### src/hdl/smei_pkg.sv
package smei_pkg;
  // ---------------------------------------------------------------
  // Register offsets
  // ---------------------------------------------------------------
  localparam logic [11:0] OFF_HALTED_FLAG = 12'h104;
  localparam logic [11:0] OFF_RXDONE_FLAG = 12'h110;
  localparam logic [11:0] OFF_BOTHDONE_FLAG = 12'h118;
  localparam logic [11:0] OFF_TXDONE_FLAG = 12'h120;
  localparam logic [11:0] OFF_BEGAN_FLAG = 12'h14c;
  localparam logic [11:0] OFF_SHORTCUT = 12'h200;
  localparam logic [11:0] OFF_IRQ_SET = 12'h304;
  localparam logic [11:0] OFF_IRQ_CLR = 12'h308;
  // ---------------------------------------------------------------
  // Field positions
  // ---------------------------------------------------------------
  localparam int BIT_HALTED = 1;
  localparam int BIT_RXDONE = 4;
  localparam int BIT_BOTHDONE = 6;
  localparam int BIT_TXDONE = 8;
  localparam int BIT_BEGAN = 19;
  localparam int BIT_END_TO_BEGIN = 17;
  localparam int NUM_EVT = 5;
  // ---------------------------------------------------------------
  // Reset values
  // ---------------------------------------------------------------
  localparam logic [31:0] RST_IRQ_EN = 32'h0000_0000;
  localparam logic RST_SHORTCUT = 1'b0;
  localparam logic RST_FLAG = 1'b0;
endpackage : smei_pkg

### src/hdl/smei_flag.sv
`timescale 1ns/1ns
module smei_flag
(
  // Clock and reset
  input wire logic i_clk,
  input wire logic i_srst,
  // Event and software access
  input wire logic i_set,
  input wire logic i_wr,
  input wire logic i_wdata,
  // State
  output logic o_flag
);
  logic flag_reg;
  logic flag_next;

  // Hardware set wins over a software write of zero
  assign flag_next = i_set ? 1'b1 : (i_wr ? i_wdata : flag_reg);
  assign o_flag = flag_reg;

  always_ff @(posedge i_clk)
  begin
    if (i_srst)
      flag_reg <= smei_pkg::RST_FLAG;
    else
      flag_reg <= flag_next;
  end
endmodule : smei_flag

### src/hdl/smei_regs.sv
// Functional notes
// - Shortcut bit links both-done to begin task
// - Halted interrupt enable: write-one-set, readable
// - Receive-done interrupt enable: write-one-set, readable
// - Both-done interrupt enable: write-one-set, readable
// - Transmit-done interrupt enable: write-one-set, readable
// - Began flag set on start; enable settable
// - Both-done only after receive and transmit end
//
// The implementer's own choice: the plain strobed port.
`timescale 1ns/1ns
module smei_regs
(
  // Clock and reset
  input wire logic i_clk,
  input wire logic i_srst,
  // Register port
  input wire logic [11:0] i_addr,
  input wire logic [31:0] i_wdata,
  input wire logic i_wr,
  input wire logic i_rd,
  output logic [31:0] o_rdata,
  // Events from the serial engine
  input wire logic i_halted,
  input wire logic i_rx_buffer_done,
  input wire logic i_tx_buffer_done,
  input wire logic i_began,
  input wire logic i_begin_task_sw,
  // Task and interrupt outputs
  output logic o_both_buffers_done,
  output logic o_begin_task,
  output logic o_irq
);
  // ---------------------------------------------------------------
  // Event bit layout
  // ---------------------------------------------------------------
  localparam int EVT_POS [smei_pkg::NUM_EVT] = '{smei_pkg::BIT_HALTED, smei_pkg::BIT_RXDONE,
    smei_pkg::BIT_BOTHDONE, smei_pkg::BIT_TXDONE, smei_pkg::BIT_BEGAN};
  localparam logic [11:0] EVT_OFF [smei_pkg::NUM_EVT] = '{smei_pkg::OFF_HALTED_FLAG,
    smei_pkg::OFF_RXDONE_FLAG, smei_pkg::OFF_BOTHDONE_FLAG, smei_pkg::OFF_TXDONE_FLAG,
    smei_pkg::OFF_BEGAN_FLAG};

  function automatic logic hit(input logic [11:0] a, input logic [11:0] off);
    hit = (a == off);
  endfunction : hit

  // ---------------------------------------------------------------
  // Both-buffers tracking
  // ---------------------------------------------------------------
  // Each end is remembered until the other arrives or a begin task fires, so skewed ends still pair up
  logic rx_seen_reg;
  logic tx_seen_reg;
  logic rx_seen;
  logic tx_seen;
  logic both_pulse;
  assign rx_seen = rx_seen_reg | i_rx_buffer_done;
  assign tx_seen = tx_seen_reg | i_tx_buffer_done;
  assign both_pulse = rx_seen & tx_seen;

  always_ff @(posedge i_clk)
  begin
    if (i_srst || both_pulse || o_begin_task)
    begin
      rx_seen_reg <= 1'b0;
      tx_seen_reg <= 1'b0;
    end
    else
    begin
      rx_seen_reg <= rx_seen;
      tx_seen_reg <= tx_seen;
    end
  end
  assign o_both_buffers_done = both_pulse;

  // ---------------------------------------------------------------
  // Shortcut and begin task
  // ---------------------------------------------------------------
  logic shortcut_reg;
  always_ff @(posedge i_clk)
  begin
    if (i_srst)
      shortcut_reg <= smei_pkg::RST_SHORTCUT;
    else if (i_wr && hit(i_addr, smei_pkg::OFF_SHORTCUT))
      shortcut_reg <= i_wdata[smei_pkg::BIT_END_TO_BEGIN];
  end
  assign o_begin_task = i_begin_task_sw | (shortcut_reg & both_pulse);

  // ---------------------------------------------------------------
  // Event flags
  // ---------------------------------------------------------------
  logic [smei_pkg::NUM_EVT-1:0] evt_in;
  logic [smei_pkg::NUM_EVT-1:0] evt_flag;
  assign evt_in = {i_began, i_tx_buffer_done, both_pulse, i_rx_buffer_done, i_halted};

  genvar g;
  generate
    for (g = 0; g < smei_pkg::NUM_EVT; g++)
    begin : g_flag
      smei_flag u_flag
      (
        .i_clk(i_clk),
        .i_srst(i_srst),
        .i_set(evt_in[g]),
        .i_wr(i_wr && hit(i_addr, EVT_OFF[g])),
        .i_wdata(i_wdata[0]),
        .o_flag(evt_flag[g])
      );
    end
  endgenerate

  // ---------------------------------------------------------------
  // Interrupt enables
  // ---------------------------------------------------------------
  logic [31:0] irq_en_reg;
  logic [31:0] irq_en_next;
  logic [31:0] evt_mask;
  logic [31:0] flag_word;
  logic wr_set;
  logic wr_clr;
  always_comb
  begin
    evt_mask = 32'h0000_0000;
    flag_word = 32'h0000_0000;
    for (int k = 0; k < smei_pkg::NUM_EVT; k++)
    begin
      evt_mask[EVT_POS[k]] = 1'b1;
      flag_word[EVT_POS[k]] = evt_flag[k];
    end
  end
  assign wr_set = i_wr && hit(i_addr, smei_pkg::OFF_IRQ_SET);
  assign wr_clr = i_wr && hit(i_addr, smei_pkg::OFF_IRQ_CLR);
  // Ones set or clear, zeros leave bits alone
  assign irq_en_next = wr_set ? (irq_en_reg | (i_wdata & evt_mask)) :
    (wr_clr ? (irq_en_reg & ~i_wdata) : irq_en_reg);

  always_ff @(posedge i_clk)
  begin
    if (i_srst)
      irq_en_reg <= smei_pkg::RST_IRQ_EN;
    else
      irq_en_reg <= irq_en_next;
  end
  assign o_irq = |(irq_en_reg & flag_word);

  // ---------------------------------------------------------------
  // Read path
  // ---------------------------------------------------------------
  logic [31:0] rd_mux;
  logic [31:0] rdata_reg;
  always_comb
  begin
    rd_mux = 32'h0000_0000;
    for (int k = 0; k < smei_pkg::NUM_EVT; k++)
      if (hit(i_addr, EVT_OFF[k]))
        rd_mux = {31'h0000_0000, evt_flag[k]};
    if (hit(i_addr, smei_pkg::OFF_SHORTCUT))
      rd_mux = {14'h0000, shortcut_reg, 17'h0_0000};
    if (hit(i_addr, smei_pkg::OFF_IRQ_SET) || hit(i_addr, smei_pkg::OFF_IRQ_CLR))
      rd_mux = irq_en_reg;
  end
  always_ff @(posedge i_clk)
  begin
    if (i_srst)
      rdata_reg <= 32'h0000_0000;
    else if (i_rd)
      rdata_reg <= rd_mux;
    else
      rdata_reg <= 32'h0000_0000;
  end
  assign o_rdata = rdata_reg;

  // ---------------------------------------------------------------
  // Checks
  // ---------------------------------------------------------------
  short_link_a: assert property (@(posedge i_clk) disable iff (i_srst)
    (shortcut_reg && o_both_buffers_done) |-> o_begin_task)
    else $error("shortcut did not begin");
  halted_en_a: assert property (@(posedge i_clk) disable iff (i_srst)
    (wr_set && i_wdata[smei_pkg::BIT_HALTED]) |=> irq_en_reg[smei_pkg::BIT_HALTED])
    else $error("halted enable not set");
  rx_en_a: assert property (@(posedge i_clk) disable iff (i_srst)
    (wr_set && i_wdata[smei_pkg::BIT_RXDONE]) |=> irq_en_reg[smei_pkg::BIT_RXDONE])
    else $error("rx enable not set");
  both_en_a: assert property (@(posedge i_clk) disable iff (i_srst)
    (wr_set && i_wdata[smei_pkg::BIT_BOTHDONE]) |=> irq_en_reg[smei_pkg::BIT_BOTHDONE])
    else $error("both enable not set");
  tx_en_a: assert property (@(posedge i_clk) disable iff (i_srst)
    (wr_set && i_wdata[smei_pkg::BIT_TXDONE]) |=> irq_en_reg[smei_pkg::BIT_TXDONE])
    else $error("tx enable not set");
  began_flag_a: assert property (@(posedge i_clk) disable iff (i_srst)
    i_began |=> evt_flag[4])
    else $error("began flag not set");
  both_cause_a: assert property (@(posedge i_clk) disable iff (i_srst)
    o_both_buffers_done |-> (rx_seen && tx_seen))
    else $error("both done without both ends");
  zero_keep_a: assert property (@(posedge i_clk) disable iff (i_srst)
    (wr_set && i_wdata == 32'h0000_0000) |=> $stable(irq_en_reg))
    else $error("zero write changed enables");
  irq_level_a: assert property (@(posedge i_clk) disable iff (i_srst)
    (irq_en_reg[smei_pkg::BIT_BEGAN] && evt_flag[4]) |-> o_irq)
    else $error("irq missing");

  // ---------------------------------------------------------------
  // Enable clear, set and hold checks
  // ---------------------------------------------------------------
  halted_clr_a: assert property (@(posedge i_clk) disable iff (i_srst)
    (wr_clr && i_wdata[smei_pkg::BIT_HALTED]) |=> !irq_en_reg[smei_pkg::BIT_HALTED])
    else $error("halted enable not cleared");

  rx_clr_a: assert property (@(posedge i_clk) disable iff (i_srst)
    (wr_clr && i_wdata[smei_pkg::BIT_RXDONE]) |=> !irq_en_reg[smei_pkg::BIT_RXDONE])
    else $error("rx enable not cleared");

  both_clr_a: assert property (@(posedge i_clk) disable iff (i_srst)
    (wr_clr && i_wdata[smei_pkg::BIT_BOTHDONE]) |=> !irq_en_reg[smei_pkg::BIT_BOTHDONE])
    else $error("both enable not cleared");

  tx_clr_a: assert property (@(posedge i_clk) disable iff (i_srst)
    (wr_clr && i_wdata[smei_pkg::BIT_TXDONE]) |=> !irq_en_reg[smei_pkg::BIT_TXDONE])
    else $error("tx enable not cleared");

  began_clr_a: assert property (@(posedge i_clk) disable iff (i_srst)
    (wr_clr && i_wdata[smei_pkg::BIT_BEGAN]) |=> !irq_en_reg[smei_pkg::BIT_BEGAN])
    else $error("began enable not cleared");

  began_en_a: assert property (@(posedge i_clk) disable iff (i_srst)
    (wr_set && i_wdata[smei_pkg::BIT_BEGAN]) |=> irq_en_reg[smei_pkg::BIT_BEGAN])
    else $error("began enable not set");

  clr_zero_keep_a: assert property (@(posedge i_clk) disable iff (i_srst)
    (wr_clr && i_wdata == 32'h0000_0000) |=> $stable(irq_en_reg))
    else $error("zero clear changed enables");

  // Bits outside the five events must never become enabled
  spare_bits_a: assert property (@(posedge i_clk) disable iff (i_srst)
    (irq_en_reg & ~evt_mask) == 32'h0000_0000)
    else $error("spare enable bit set");

  idle_keep_a: assert property (@(posedge i_clk) disable iff (i_srst)
    (!wr_set && !wr_clr) |=> $stable(irq_en_reg))
    else $error("enables moved without write");

  // ---------------------------------------------------------------
  // Flag checks
  // ---------------------------------------------------------------
  halted_flag_a: assert property (@(posedge i_clk) disable iff (i_srst)
    i_halted |=> evt_flag[0])
    else $error("halted flag not set");

  rx_flag_a: assert property (@(posedge i_clk) disable iff (i_srst)
    i_rx_buffer_done |=> evt_flag[1])
    else $error("rx flag not set");

  both_flag_a: assert property (@(posedge i_clk) disable iff (i_srst)
    o_both_buffers_done |=> evt_flag[2])
    else $error("both flag not set");

  tx_flag_a: assert property (@(posedge i_clk) disable iff (i_srst)
    i_tx_buffer_done |=> evt_flag[3])
    else $error("tx flag not set");

  began_hold_a: assert property (@(posedge i_clk) disable iff (i_srst)
    (evt_flag[4] && !(i_wr && hit(i_addr, smei_pkg::OFF_BEGAN_FLAG))) |=> evt_flag[4])
    else $error("began flag dropped");

  began_quiet_a: assert property (@(posedge i_clk) disable iff (i_srst)
    (!evt_flag[4] && !i_began && !(i_wr && hit(i_addr, smei_pkg::OFF_BEGAN_FLAG)))
    |=> !evt_flag[4])
    else $error("began flag rose alone");

  began_clear_a: assert property (@(posedge i_clk) disable iff (i_srst)
    (i_wr && hit(i_addr, smei_pkg::OFF_BEGAN_FLAG) && !i_wdata[0] && !i_began)
    |=> !evt_flag[4])
    else $error("began flag not cleared");

  // ---------------------------------------------------------------
  // Interrupt checks
  // ---------------------------------------------------------------
  irq_halted_a: assert property (@(posedge i_clk) disable iff (i_srst)
    (irq_en_reg[smei_pkg::BIT_HALTED] && evt_flag[0]) |-> o_irq)
    else $error("halted irq missing");

  irq_rx_a: assert property (@(posedge i_clk) disable iff (i_srst)
    (irq_en_reg[smei_pkg::BIT_RXDONE] && evt_flag[1]) |-> o_irq)
    else $error("rx irq missing");

  irq_both_a: assert property (@(posedge i_clk) disable iff (i_srst)
    (irq_en_reg[smei_pkg::BIT_BOTHDONE] && evt_flag[2]) |-> o_irq)
    else $error("both irq missing");

  irq_tx_a: assert property (@(posedge i_clk) disable iff (i_srst)
    (irq_en_reg[smei_pkg::BIT_TXDONE] && evt_flag[3]) |-> o_irq)
    else $error("tx irq missing");

  irq_masked_a: assert property (@(posedge i_clk) disable iff (i_srst)
    (irq_en_reg == 32'h0000_0000) |-> !o_irq)
    else $error("irq with all masked");

  irq_no_flag_a: assert property (@(posedge i_clk) disable iff (i_srst)
    (evt_flag == '0) |-> !o_irq)
    else $error("irq with no flag");

  // ---------------------------------------------------------------
  // Shortcut and pairing checks
  // ---------------------------------------------------------------
  short_off_a: assert property (@(posedge i_clk) disable iff (i_srst)
    (!shortcut_reg && !i_begin_task_sw) |-> !o_begin_task)
    else $error("begin without link");

  short_wr_a: assert property (@(posedge i_clk) disable iff (i_srst)
    (i_wr && hit(i_addr, smei_pkg::OFF_SHORTCUT))
    |=> (shortcut_reg == $past(i_wdata[smei_pkg::BIT_END_TO_BEGIN])))
    else $error("shortcut write lost");

  // A lone end must wait for its partner, not fire early
  rx_wait_a: assert property (@(posedge i_clk) disable iff (i_srst)
    (i_rx_buffer_done && !tx_seen && !i_begin_task_sw) |=> rx_seen_reg)
    else $error("rx end forgotten");

  tx_wait_a: assert property (@(posedge i_clk) disable iff (i_srst)
    (i_tx_buffer_done && !rx_seen && !i_begin_task_sw) |=> tx_seen_reg)
    else $error("tx end forgotten");

  pair_reset_a: assert property (@(posedge i_clk) disable iff (i_srst)
    o_both_buffers_done |=> (!rx_seen_reg && !tx_seen_reg))
    else $error("ends not cleared");

  single_end_a: assert property (@(posedge i_clk) disable iff (i_srst)
    (i_rx_buffer_done && !tx_seen) |-> !o_both_buffers_done)
    else $error("both done from one end");

  // ---------------------------------------------------------------
  // Read path checks
  // ---------------------------------------------------------------
  rd_idle_a: assert property (@(posedge i_clk) disable iff (i_srst)
    !i_rd |=> (o_rdata == 32'h0000_0000))
    else $error("read data without read");

  rd_enable_a: assert property (@(posedge i_clk) disable iff (i_srst)
    (i_rd && hit(i_addr, smei_pkg::OFF_IRQ_SET)) |=> (o_rdata == $past(irq_en_reg)))
    else $error("enable readback wrong");

  rd_clr_view_a: assert property (@(posedge i_clk) disable iff (i_srst)
    (i_rd && hit(i_addr, smei_pkg::OFF_IRQ_CLR)) |=> (o_rdata == $past(irq_en_reg)))
    else $error("clear view readback wrong");

  rd_began_a: assert property (@(posedge i_clk) disable iff (i_srst)
    (i_rd && hit(i_addr, smei_pkg::OFF_BEGAN_FLAG))
    |=> (o_rdata == {31'h0000_0000, $past(evt_flag[4])}))
    else $error("began readback wrong");

  rd_short_a: assert property (@(posedge i_clk) disable iff (i_srst)
    (i_rd && hit(i_addr, smei_pkg::OFF_SHORTCUT))
    |=> (o_rdata[smei_pkg::BIT_END_TO_BEGIN] == $past(shortcut_reg)))
    else $error("shortcut readback wrong");

endmodule : smei_regs

### config.mk
export PLATFORM = sky130hd
export DESIGN_NAME = smei_regs
export DESIGN_NICKNAME = d
export VERILOG_FILES = /design/src/hdl/smei_pkg.sv /design/src/hdl/smei_flag.sv /design/src/hdl/smei_regs.sv
export SDC_FILE = /design/constraint.sdc
export NUM_CORES = 1
export LEC_CHECK = 0
export BUFFER_PORTS_ARGS = -buffer_cell sky130_fd_sc_hd__buf_4
export CAP_MARGIN = 20
export CORE_MARGIN = 2
export CORE_UTILIZATION = 44
export CTS_BUF_LIST = sky130_fd_sc_hd__clkbuf_16
export DETAILED_ROUTE_END_ITERATION = 10
export PLACE_DENSITY = 0.74
export RECOVER_POWER = 25
export SKIP_CTS_REPAIR_TIMING = 1
export SLEW_MARGIN = 10
export SYNTH_ARGS = -nofsm -noshare
export SYNTH_HDL_FRONTEND = slang
export SYNTH_HIERARCHICAL = 1
export SYNTH_SLANG_ARGS = --single-unit
export TNS_END_PERCENT = 50
### constraint.sdc
create_clock -name i_clk -period 1.37 [get_ports i_clk]
set_clock_uncertainty 0.05 [all_clocks]
set_input_delay 0.0685 -clock i_clk [delete_from_list [all_inputs] [get_ports i_clk]]
set_output_delay 0.0685 -clock i_clk [all_outputs]
set_load 0.02 [all_outputs]
==> reports/results.ini, run 1 <==
[yosys]
ys_ff_latch = 72
yosysWarnings = 6
synth-adder-area-share = 0
synth-compound-area-share = 0.109
syn_area_per_cell_um2 = 10.0
syn-num-nets = 308
synth_top_family_by_area = simple AND/OR/NAND/NOR gates
synth-seq-area-share = 0.565
synthMuxAreaShare = 0.0235
yosys.cell_types.count = 34
synthCells = 255
synth-xor-area-share = 0.00343
netlist_area_um2 = 2550
synth_simple_gate_area_frac = 0.267

[timing]
hold-worst-slack_ns = -0.00176
period_needed_ns = 1.37
max_freq_mhz = 732
slew_headroom = 0.794
setup_viol = 0
drv_slew = 0
worst_slack_ns = 0.00449
hold_viol = 1
tns_ns = 0
min_period_over_period = 0.997
grt_setup_unrepaired = yes
worst_pin_slew_ns = 0.309

[setup_path]
crit_fanout = 3
crit_chain = a222oi_1 -> nand2_1 -> buf_6
critPathKind = register to output pin
critPathRequiredTime_ns = 1.25
crit_buf_inv = 1
crit_slowest_cell = dfxtp_2
end_kind = output pin
cp.arrival_ns = 1.25
max_stage_delay_ns = 0.32
path_delay_family = flip-flops
startpoint_type = register

[grt]
antenna_found_initial = 0
grt_pass1_wl_mm = 9.55
grt-ovfl-total = 0
grt_max_degree = 20
grt_pass1_vias = 2103
grt_usage = 0.195

[floorplanning]
start_util = 0.460
std_cell_rows = 27
die_area_um2 = 6420
ios = 88
die_y_um = 80.1
coreArea_um2 = 5540
die_width_um = 80.1

[job]
maxCapViolCount = 0

[clock_network]
root_buffer = clkbuf_16
clkTransAtPathRegs_ns = 0.06
htree_levels = 3
cts_sinks = 72
clk_latency_ns = 0.32
cts_buffers = 9
clockBufferDepth = 2
cts_tree = yes

[min_path]
hold_path.class = primary input to register

[status]
violations = negative hold slack
status = finished, violations left

[final_layout]
largest_reg_flops = 32
nets = 455
syn2layout_area_growth_pct = 57.4
antenna_cells = 0
mostFrequentLayoutCells = buf_4 (82), dfxtp_1 (71), dlygate4sd3_1 (39)
drive_gt1_frac = 0.258
layout_commonest_cell = buf_4

[detailed_routing]
vias_per_cell = 4.81
wl_per_cell_um = 13.6
drt-pass1-iter-count = 4
postRouteWirelength_mm = 6.52
first_iter_violations = 77
route.detailed.drc = 0
num_vias = 2305
ant_nets = 0

[pwr]
peakVddDrop_uv = 710
power_per_cell_area_nw_per_um2 = 1170
p_total_mw = 4.68
leakage_nw = 1.74

[place]
portBuffers = 87
place_ws_ns = -0.228
gp_congestion = 0.835
place_hpwl_mm = 4.21

[report_power, final]
group / total [mW] / switching [mW] / internal, mW / leakage (nW)
Sequential: 2.12 / 0.0109 / 2.11 / 0.582
Combinational: 0.363 / 0.131 / 0.232 / 1.01
Clock: 2.20 / 0.812 / 1.39 / 0.146
Total: 4.68 / 0.953 / 3.73 / 1.74
[final cells by class]
class | count | area [um2]
clock buffers | 9 | 225
clock inverters | 7 | 63.8
fillers | 438 | 1520
inverters | 6 | 22.5
multi-input cells | 165 | 1040
flip-flops and latches | 72 | 1440
well taps | 72 | 90.1
repair buffers | 148 | 1130
[kinds of logic (layout without fill, tap and decap cells)]
family                    after synthesis  after routing
and+or+nand+nor                       109            109
xor gates and xnor gates                1              1
AOI/OAI and AO/OA                      49             49
buffers and inverters                  18            170
DFF                                    72             72
muxes                                   6              6
[synthesized netlist by cell type, drive strengths merged]
cell type,instances,area share
xor2,1,0.0034
nand2,6,0.0088
o32ai,1,0.0034
nand3,2,0.0039
nand2b,34,0.083
a22oi,1,0.0029
dfxtp,72,0.56
o221ai,1,0.0034
nand3b,1,0.0029
o21ai,1,0.0020
and4,1,0.0034
clkbuf,7,0.010
nor2,12,0.018
or4,1,0.0029
buf,5,0.012
a222oi,1,0.0039
nand4,2,0.0074
nor2b,3,0.0074
a21o,6,0.018
nor4bb,1,0.0039
a32oi,1,0.0034
nor4,3,0.022
nor3b,1,0.0029
and4b,1,0.0039
inv,6,0.0088
nor3,7,0.014
and2,30,0.074
a21oi,37,0.073
mux2i,6,0.024
and3,3,0.0074
or3,1,0.0025
[layer usage]
layer  track usage  up-vias  part of all wire
met5             0        -                 0
met4         0.105        0             0.017
met3        0.0483       10             0.051
met2         0.311       69              0.50
met1         0.241     1074              0.44
li1              -     1152                 -
[per-stage QoR]
stage	instances	utilization	area, um2
after floorplan	255	-	2550
after global placement	422	0.614	3400
after detailed placement	422	0.614	3400
after CTS	438	0.667	3690
after global routing	479	0.725	4020
final	479	0.725	4020
[path summary, 6_finish.rpt]
check                                            start                           to  slack (ns)  depth (start not counted)
setup / recovery                              register                        o_irq       0.004                          3
hold / removal                                  i_srst    shortcut_reg$_SDFFE_PP0P_      -0.002                          2
hold reg to reg            irq_en_reg[24]$_SDFFE_PP0P_  irq_en_reg[24]$_SDFFE_PP0P_        0.39                          2
setup reg to reg  g_flag[2].u_flag/o_flag$_SDFFE_PP0P_        o_rdata[0]$_SDFF_PP0_        0.12                          5
No activity file was read; power rests on OpenSTA's default activity.
==> run 2: changes to the inputs <==
--- a/config.mk
+++ b/config.mk
@@ -5,13 +5,13 @@
 export SDC_FILE = /design/constraint.sdc
 export NUM_CORES = 1
 export LEC_CHECK = 0
+export ABC_AREA = 1
 export BUFFER_PORTS_ARGS = -buffer_cell sky130_fd_sc_hd__buf_4
-export CAP_MARGIN = 20
 export CORE_MARGIN = 2
-export CORE_UTILIZATION = 44
+export CORE_UTILIZATION = 47
 export CTS_BUF_LIST = sky130_fd_sc_hd__clkbuf_16
 export DETAILED_ROUTE_END_ITERATION = 10
-export PLACE_DENSITY = 0.74
+export PLACE_DENSITY = 0.76
 export RECOVER_POWER = 25
 export SKIP_CTS_REPAIR_TIMING = 1
 export SLEW_MARGIN = 10
==> run 2 against run 1 <==
  * The run still ends with negative hold slack left
  * Clock power increased by 20%
  * First-iteration DRC count increased by 39%
  * Non-clock buffer count decreased by 47
  * Count of clock-buffer cells in the layout unchanged
  * Sequential share of layout area decreased by 1.7 points
  * Critical path type unchanged
  * Fmax increased by 5.1%
  * Design area increased by 5.2%
  * Critical path depth unchanged
  * Hold slack got worse by 0.019 ns
==> reports/results.ini, run 2 <==
[status]
status = finished, violations left
violations = negative hold slack

[clock_network]
htree_levels = 3
clk_latency_ns = 0.33
clkTransAtPathRegs_ns = 0.06
cts_buffers = 9
clockBufferDepth = 2
cts_tree = yes
root_buffer = clkbuf_16
cts_sinks = 72

[pwr]
power_per_cell_area_nw_per_um2 = 1200
peakVddDrop_uv = 674
leakage_nw = 1.88

[yosys]
synth-adder-area-share = 0
synthFlopType = dfxtp_1
synth-compound-area-share = 0.0326
synth_area_leaders = dfxtp_1 (45%), nor2_4 (12%), inv_1 (10%), nand3_1 (5.8%), nand4_1 (5.7%)
synth_top_cell_by_area = dfxtp_1
ys_async_sr_fraction = 0
synth-seq-area-share = 0.452
synth_commonest_cells = inv_1 (89), dfxtp_1 (72), nand2_1 (37), nand3_1 (37), nor2_4 (34)
synth_simple_gate_area_frac = 0.360
synth.most_common_cell = inv_1
synth_edf_count = 0
yosysWarnings = 6
synthMuxAreaShare = 0
yosys.cell_types.count = 26
netlist_area_um2 = 3190
syn-num-nets = 435
synth-xor-area-share = 0
syn_area_per_cell_um2 = 8.35
ys_ff_latch = 72
synth_top_cell_area_share = 0.452
synthCells = 382
synth_top_family_by_area = simple AND/OR/NAND/NOR gates

[floorplanning]
coreArea_um2 = 6680
die_area_um2 = 7460
std_cell_rows = 30
die_width_um = 86.4
start_util = 0.477
die_y_um = 86.4
ios = 88

[final_layout]
final_core_util = 0.632
layout_commonest_cell = inv_1
largest_reg_flops = 32
nets = 532
syn2layout_area_growth_pct = 32.5
mostFrequentLayoutCells = inv_1 (89), dfxtp_1 (70), buf_4 (63)
multi_input_area_um2 = 1260
seqCellArea_um2 = 1440
fillers = 582
antenna_cells = 0
finalNonFillerCells = 564
drive_gt1_frac = 0.277

[timing]
hold_viol = 6
min_period_over_period = 0.949
grt_setup_unrepaired = yes
tns_ns = 0
drv_slew = 0
hold-worst-slack_ns = -0.0210
worst_slack_ns = 0.0702
period_needed_ns = 1.30
slew_headroom = 0.726
worst_pin_slew_ns = 0.407
setup_viol = 0
max_freq_mhz = 769

[detailed_routing]
drt-pass1-iter-count = 4
first_iter_violations = 107
vias_per_cell = 4.74
num_vias = 2674
wl_per_cell_um = 12.1
postRouteWirelength_mm = 6.82
route.detailed.drc = 0
ant_nets = 0

[setup_path]
critPathKind = register to output pin
startpoint_type = register
critPathRequiredTime_ns = 1.25
crit_chain = a221oi_2 -> o21ai_1 -> buf_4
crit_fanout = 3
cp.arrival_ns = 1.18
end_kind = output pin
max_stage_delay_ns = 0.34
crit_slowest_cell = dfxtp_1

[grt]
antenna_found_initial = 0
grt-ovfl-total = 0
grt_usage = 0.186
grt_pass1_vias = 2458
grt_pass1_wl_mm = 10.8
grt_max_degree = 30

[place]
portBuffers = 87
dp.cells = 540
place_ws_ns = 0.0169
place_hpwl_mm = 4.78
gp_congestion = 0.842

[min_path]
hold_path.class = primary input to register

[job]
maxCapViolCount = 0

## run 2: cell count changes after synthesis, sizes merged, moves of 4 or more
cell	delta
a21o	-6
a21oi	-30
and2	-30
buf	+7
clkbuf	-4
inv	+86
mux2i	-6
nand2	+36
nand2b	-34
nand3	+36
nand4	+27
nor2	+56
o21ai	+6
## run 2: worst max-delay path, delay by kind of cell, from the launching register on
family                 cells  cell delay [ns]
buffers and inverters      1             0.16
DFF                        1             0.34
AOI/OAI and AO/OA          2             0.36
## run 2: power breakdown
group	switching [mW]	internal (mW)	leakage [nW]
clock network	0.866	1.78	0.162
logic	0.157	0.152	1.14
registers	0.00995	2.11	0.582
total	1.03	4.04	1.88
## run 2: final cells by class
class,instances,area share
sequential,72,0.342
multi-input combinational,203,0.298
timing repair buffer,101,0.173
inverter,92,0.0817
clock buffer,9,0.0533
clock inverter,7,0.0281
tap,80,0.0237
## run 2: kinds of logic after synthesis
logic type / after synthesis
flip-flops: 72
AO/OA/AOI/OAI: 18
buffers and inverters: 107
AND/OR/NAND/NOR: 185
## run 2: per-stage QoR
| stage | cell area (um2) | power, mW |
|---|---|---|
| after floorplan | 3190 | 2.28 |
| after global placement | 3890 | 2.44 |
| after detailed placement | 3890 | 2.45 |
| after CTS | 4230 | 5.10 |
| after global routing | 4230 | 5.24 |
| final | 4230 | 5.07 |
## run 2: final timing paths
check                                             from                                   end  slack [ns]  depth (start not counted)
setup / recovery  g_flag[0].u_flag/o_flag$_SDFFE_PP0P_                                 o_irq        0.07                          3
hold / removal                             i_wdata[19]                              register       -0.02                          3
setup reg to reg                tx_seen_reg$_SDFF_PP0_  g_flag[2].u_flag/o_flag$_SDFFE_PP0P_        0.43                          6
hold reg to reg            irq_en_reg[10]$_SDFFE_PP0P_           irq_en_reg[10]$_SDFFE_PP0P_        0.40                          2
## run 2: metal layers
layer,GRT usage,wire length [um]
met4,0.0852,108
met2,0.329,3500
met1,0.214,2810
met3,0.0400,408
met5,0,0
==> run 3: changes to the inputs <==
--- a/config.mk
+++ b/config.mk
@@ -7,12 +7,12 @@
 export LEC_CHECK = 0
 export ABC_AREA = 1
 export BUFFER_PORTS_ARGS = -buffer_cell sky130_fd_sc_hd__buf_4
-export CORE_MARGIN = 2
-export CORE_UTILIZATION = 47
+export CORE_UTILIZATION = 35
 export CTS_BUF_LIST = sky130_fd_sc_hd__clkbuf_16
 export DETAILED_ROUTE_END_ITERATION = 10
-export PLACE_DENSITY = 0.76
+export PLACE_DENSITY = 0.59
 export RECOVER_POWER = 25
+export REMOVE_ABC_BUFFERS = 1
 export SKIP_CTS_REPAIR_TIMING = 1
 export SLEW_MARGIN = 10
 export SYNTH_ARGS = -nofsm -noshare
==> run 3 against run 2 <==
  * The run still ends with negative hold slack left
  * Die area is 27% higher
  * Hold slack improved by 0.0025 ns
  * Combinational power up 3%
  * Sequential cell count unchanged
  * Critical path type unchanged
  * Largest cell class unchanged
==> reports/results.ini, run 3 (synthesized netlist as in run 2, its figures left out) <==
[detailed_routing]
wl_per_cell_um = 11.8
num_vias = 2660
first_iter_violations = 101
postRouteWirelength_mm = 7.03
route.detailed.drc = 0
vias_per_cell = 4.46
drt-pass1-iter-count = 4
ant_nets = 0

[final_layout]
antenna_cells = 0
finalNonFillerCells = 596
layout_commonest_cell = inv_1
nets = 537
final_core_util = 0.480
fillers = 886
syn2layout_area_growth_pct = 32.0
design_area_um2 = 4210
drive_gt1_frac = 0.295
mostFrequentLayoutCells = inv_1 (89), buf_4 (70), dfxtp_1 (67)
largest_reg_flops = 32

[min_path]
holdPathStages = 5
hold_path.class = primary input to register
min_from = i_began
min_to = g_flag[4].u_flag/o_flag$_SDFFE_PP0P_

[place]
dp.cells = 572
gp_congestion = 0.814
placed_cell_area_um2 = 3940
portBuffers = 87
place_hpwl_mm = 5.30
place_ws_ns = 0.0173

[clock_network]
cts_sinks = 72
cts_buffers = 9
root_buffer = clkbuf_16
clkTransAtPathRegs_ns = 0.06
clk_latency_ns = 0.32
htree_levels = 3
clockBufferDepth = 2
cts_tree = yes

[status]
violations = negative hold slack
status = finished, violations left

[setup_path]
path_common_cell = nand2_1
crit_fanout = 2
setup.reg_to_reg.worst_slack_ns = 0.40
startpoint_type = register
cp.arrival_ns = 1.18
end_kind = output pin
crit_slowest_cell = dfxtp_2
r2r_start = tx_seen_reg$_SDFF_PP0_
r2r.worst_path.cells = 6
reg2reg_to = g_flag[2].u_flag/o_flag$_SDFFE_PP0P_
max_stage_delay_ns = 0.32
critPathRequiredTime_ns = 1.25
critPathKind = register to output pin
crit_chain = nand2_1 -> nand2_1 -> a221oi_2 -> o21ai_1 -> buf_4

[timing]
worst_pin_slew_ns = 0.480
grt_setup_unrepaired = yes
worst_slack_ns = 0.0730
tns_ns = 0
setup_viol = 0
hold_viol = 8
hold-worst-slack_ns = -0.0185
min_period_over_period = 0.947
max_freq_mhz = 771
period_needed_ns = 1.30
drv_slew = 0
slew_headroom = 0.677

[pwr]
cellInternalPower_mw = 3.47
switchingPower_mw = 1.04
p_total_mw = 4.51
pwr-share-seq = 0.470
power_per_cell_area_nw_per_um2 = 1070
swShare = 0.230
leakage_nw = 1.88
comb_power_share = 0.071
peakVddDrop_uv = 681
p_clk_frac = 0.459

[job]
maxCapViolCount = 0

[grt]
grt_pass1_wl_mm = 12.0
grt_max_degree = 30
grt_pass1_vias = 2533
grt-ovfl-total = 0
antenna_found_initial = 0
grt_usage = 0.158

[floorplanning]
die_y_um = 97.5
std_cell_rows = 34
coreArea_um2 = 8760
start_util = 0.364
die_area_um2 = 9500
die_width_um = 97.5
ios = 88

run 3: changes by cell type in the layout (fill, tap and decap cells not counted), moves of 3 or more:
cell / change
buf_4: +7
dfxtp_2: +3
clkinv_2: +3
dfxtp_1: -3
bufinv_16: -3
run 3: routing by layer:
metal  GRT usage  routed length (um)  up-vias
li1            -                   -     1389
met1       0.201                3340     1196
met5           0                   0        -
met2       0.259                3260       69
met3      0.0432                 364        6
met4      0.0509                  67        0
run 3: worst max-delay path by stage:
stage                                                     from                                    to  slack, ns  depth (start not counted)
after CTS                 g_flag[3].u_flag/o_flag$_SDFFE_PP0P_                                 o_irq      -0.04                          5
after global placement                               i_addr[5]  g_flag[4].u_flag/o_flag$_SDFFE_PP0P_       0.07                          7
final                     g_flag[3].u_flag/o_flag$_SDFFE_PP0P_                                 o_irq       0.07                          5
after floorplan                                     i_addr[11]                o_rdata[10]$_SDFF_PP0_      -0.47                          7
after detailed placement                            i_addr[11]                              register       0.02                          8
after global routing                                  register                                 o_irq      -0.02                          5
run 3: area by class of cell:
type	instances	area [um2]	area share
clock buffer	9	225	0.0535
timing repair buffer	106	753	0.179
sequential	72	1450	0.344
multi-input combinational	203	1270	0.301
inverter	92	345	0.0820
clock inverter	6	36.3	0.00862
tap	108	135	0.0321
run 3: power groups by stage:
stage / logic (mW) / registers (mW) / clock network (mW)
after floorplan: 0.0981 / 2.16 / 0
after global placement: 0.289 / 2.16 / 0
after detailed placement: 0.295 / 2.16 / 0
after CTS: 0.297 / 2.12 / 2.13
after global routing: 0.352 / 2.12 / 2.24
final: 0.319 / 2.12 / 2.07
run 3: worst max-delay path, delay by kind of cell, from the launching register on:
family / cells / cell delay [ns]
flops: 1 / 0.32
compound gates: 2 / 0.25
buf+inv: 1 / 0.16
simple gates: 2 / 0.12
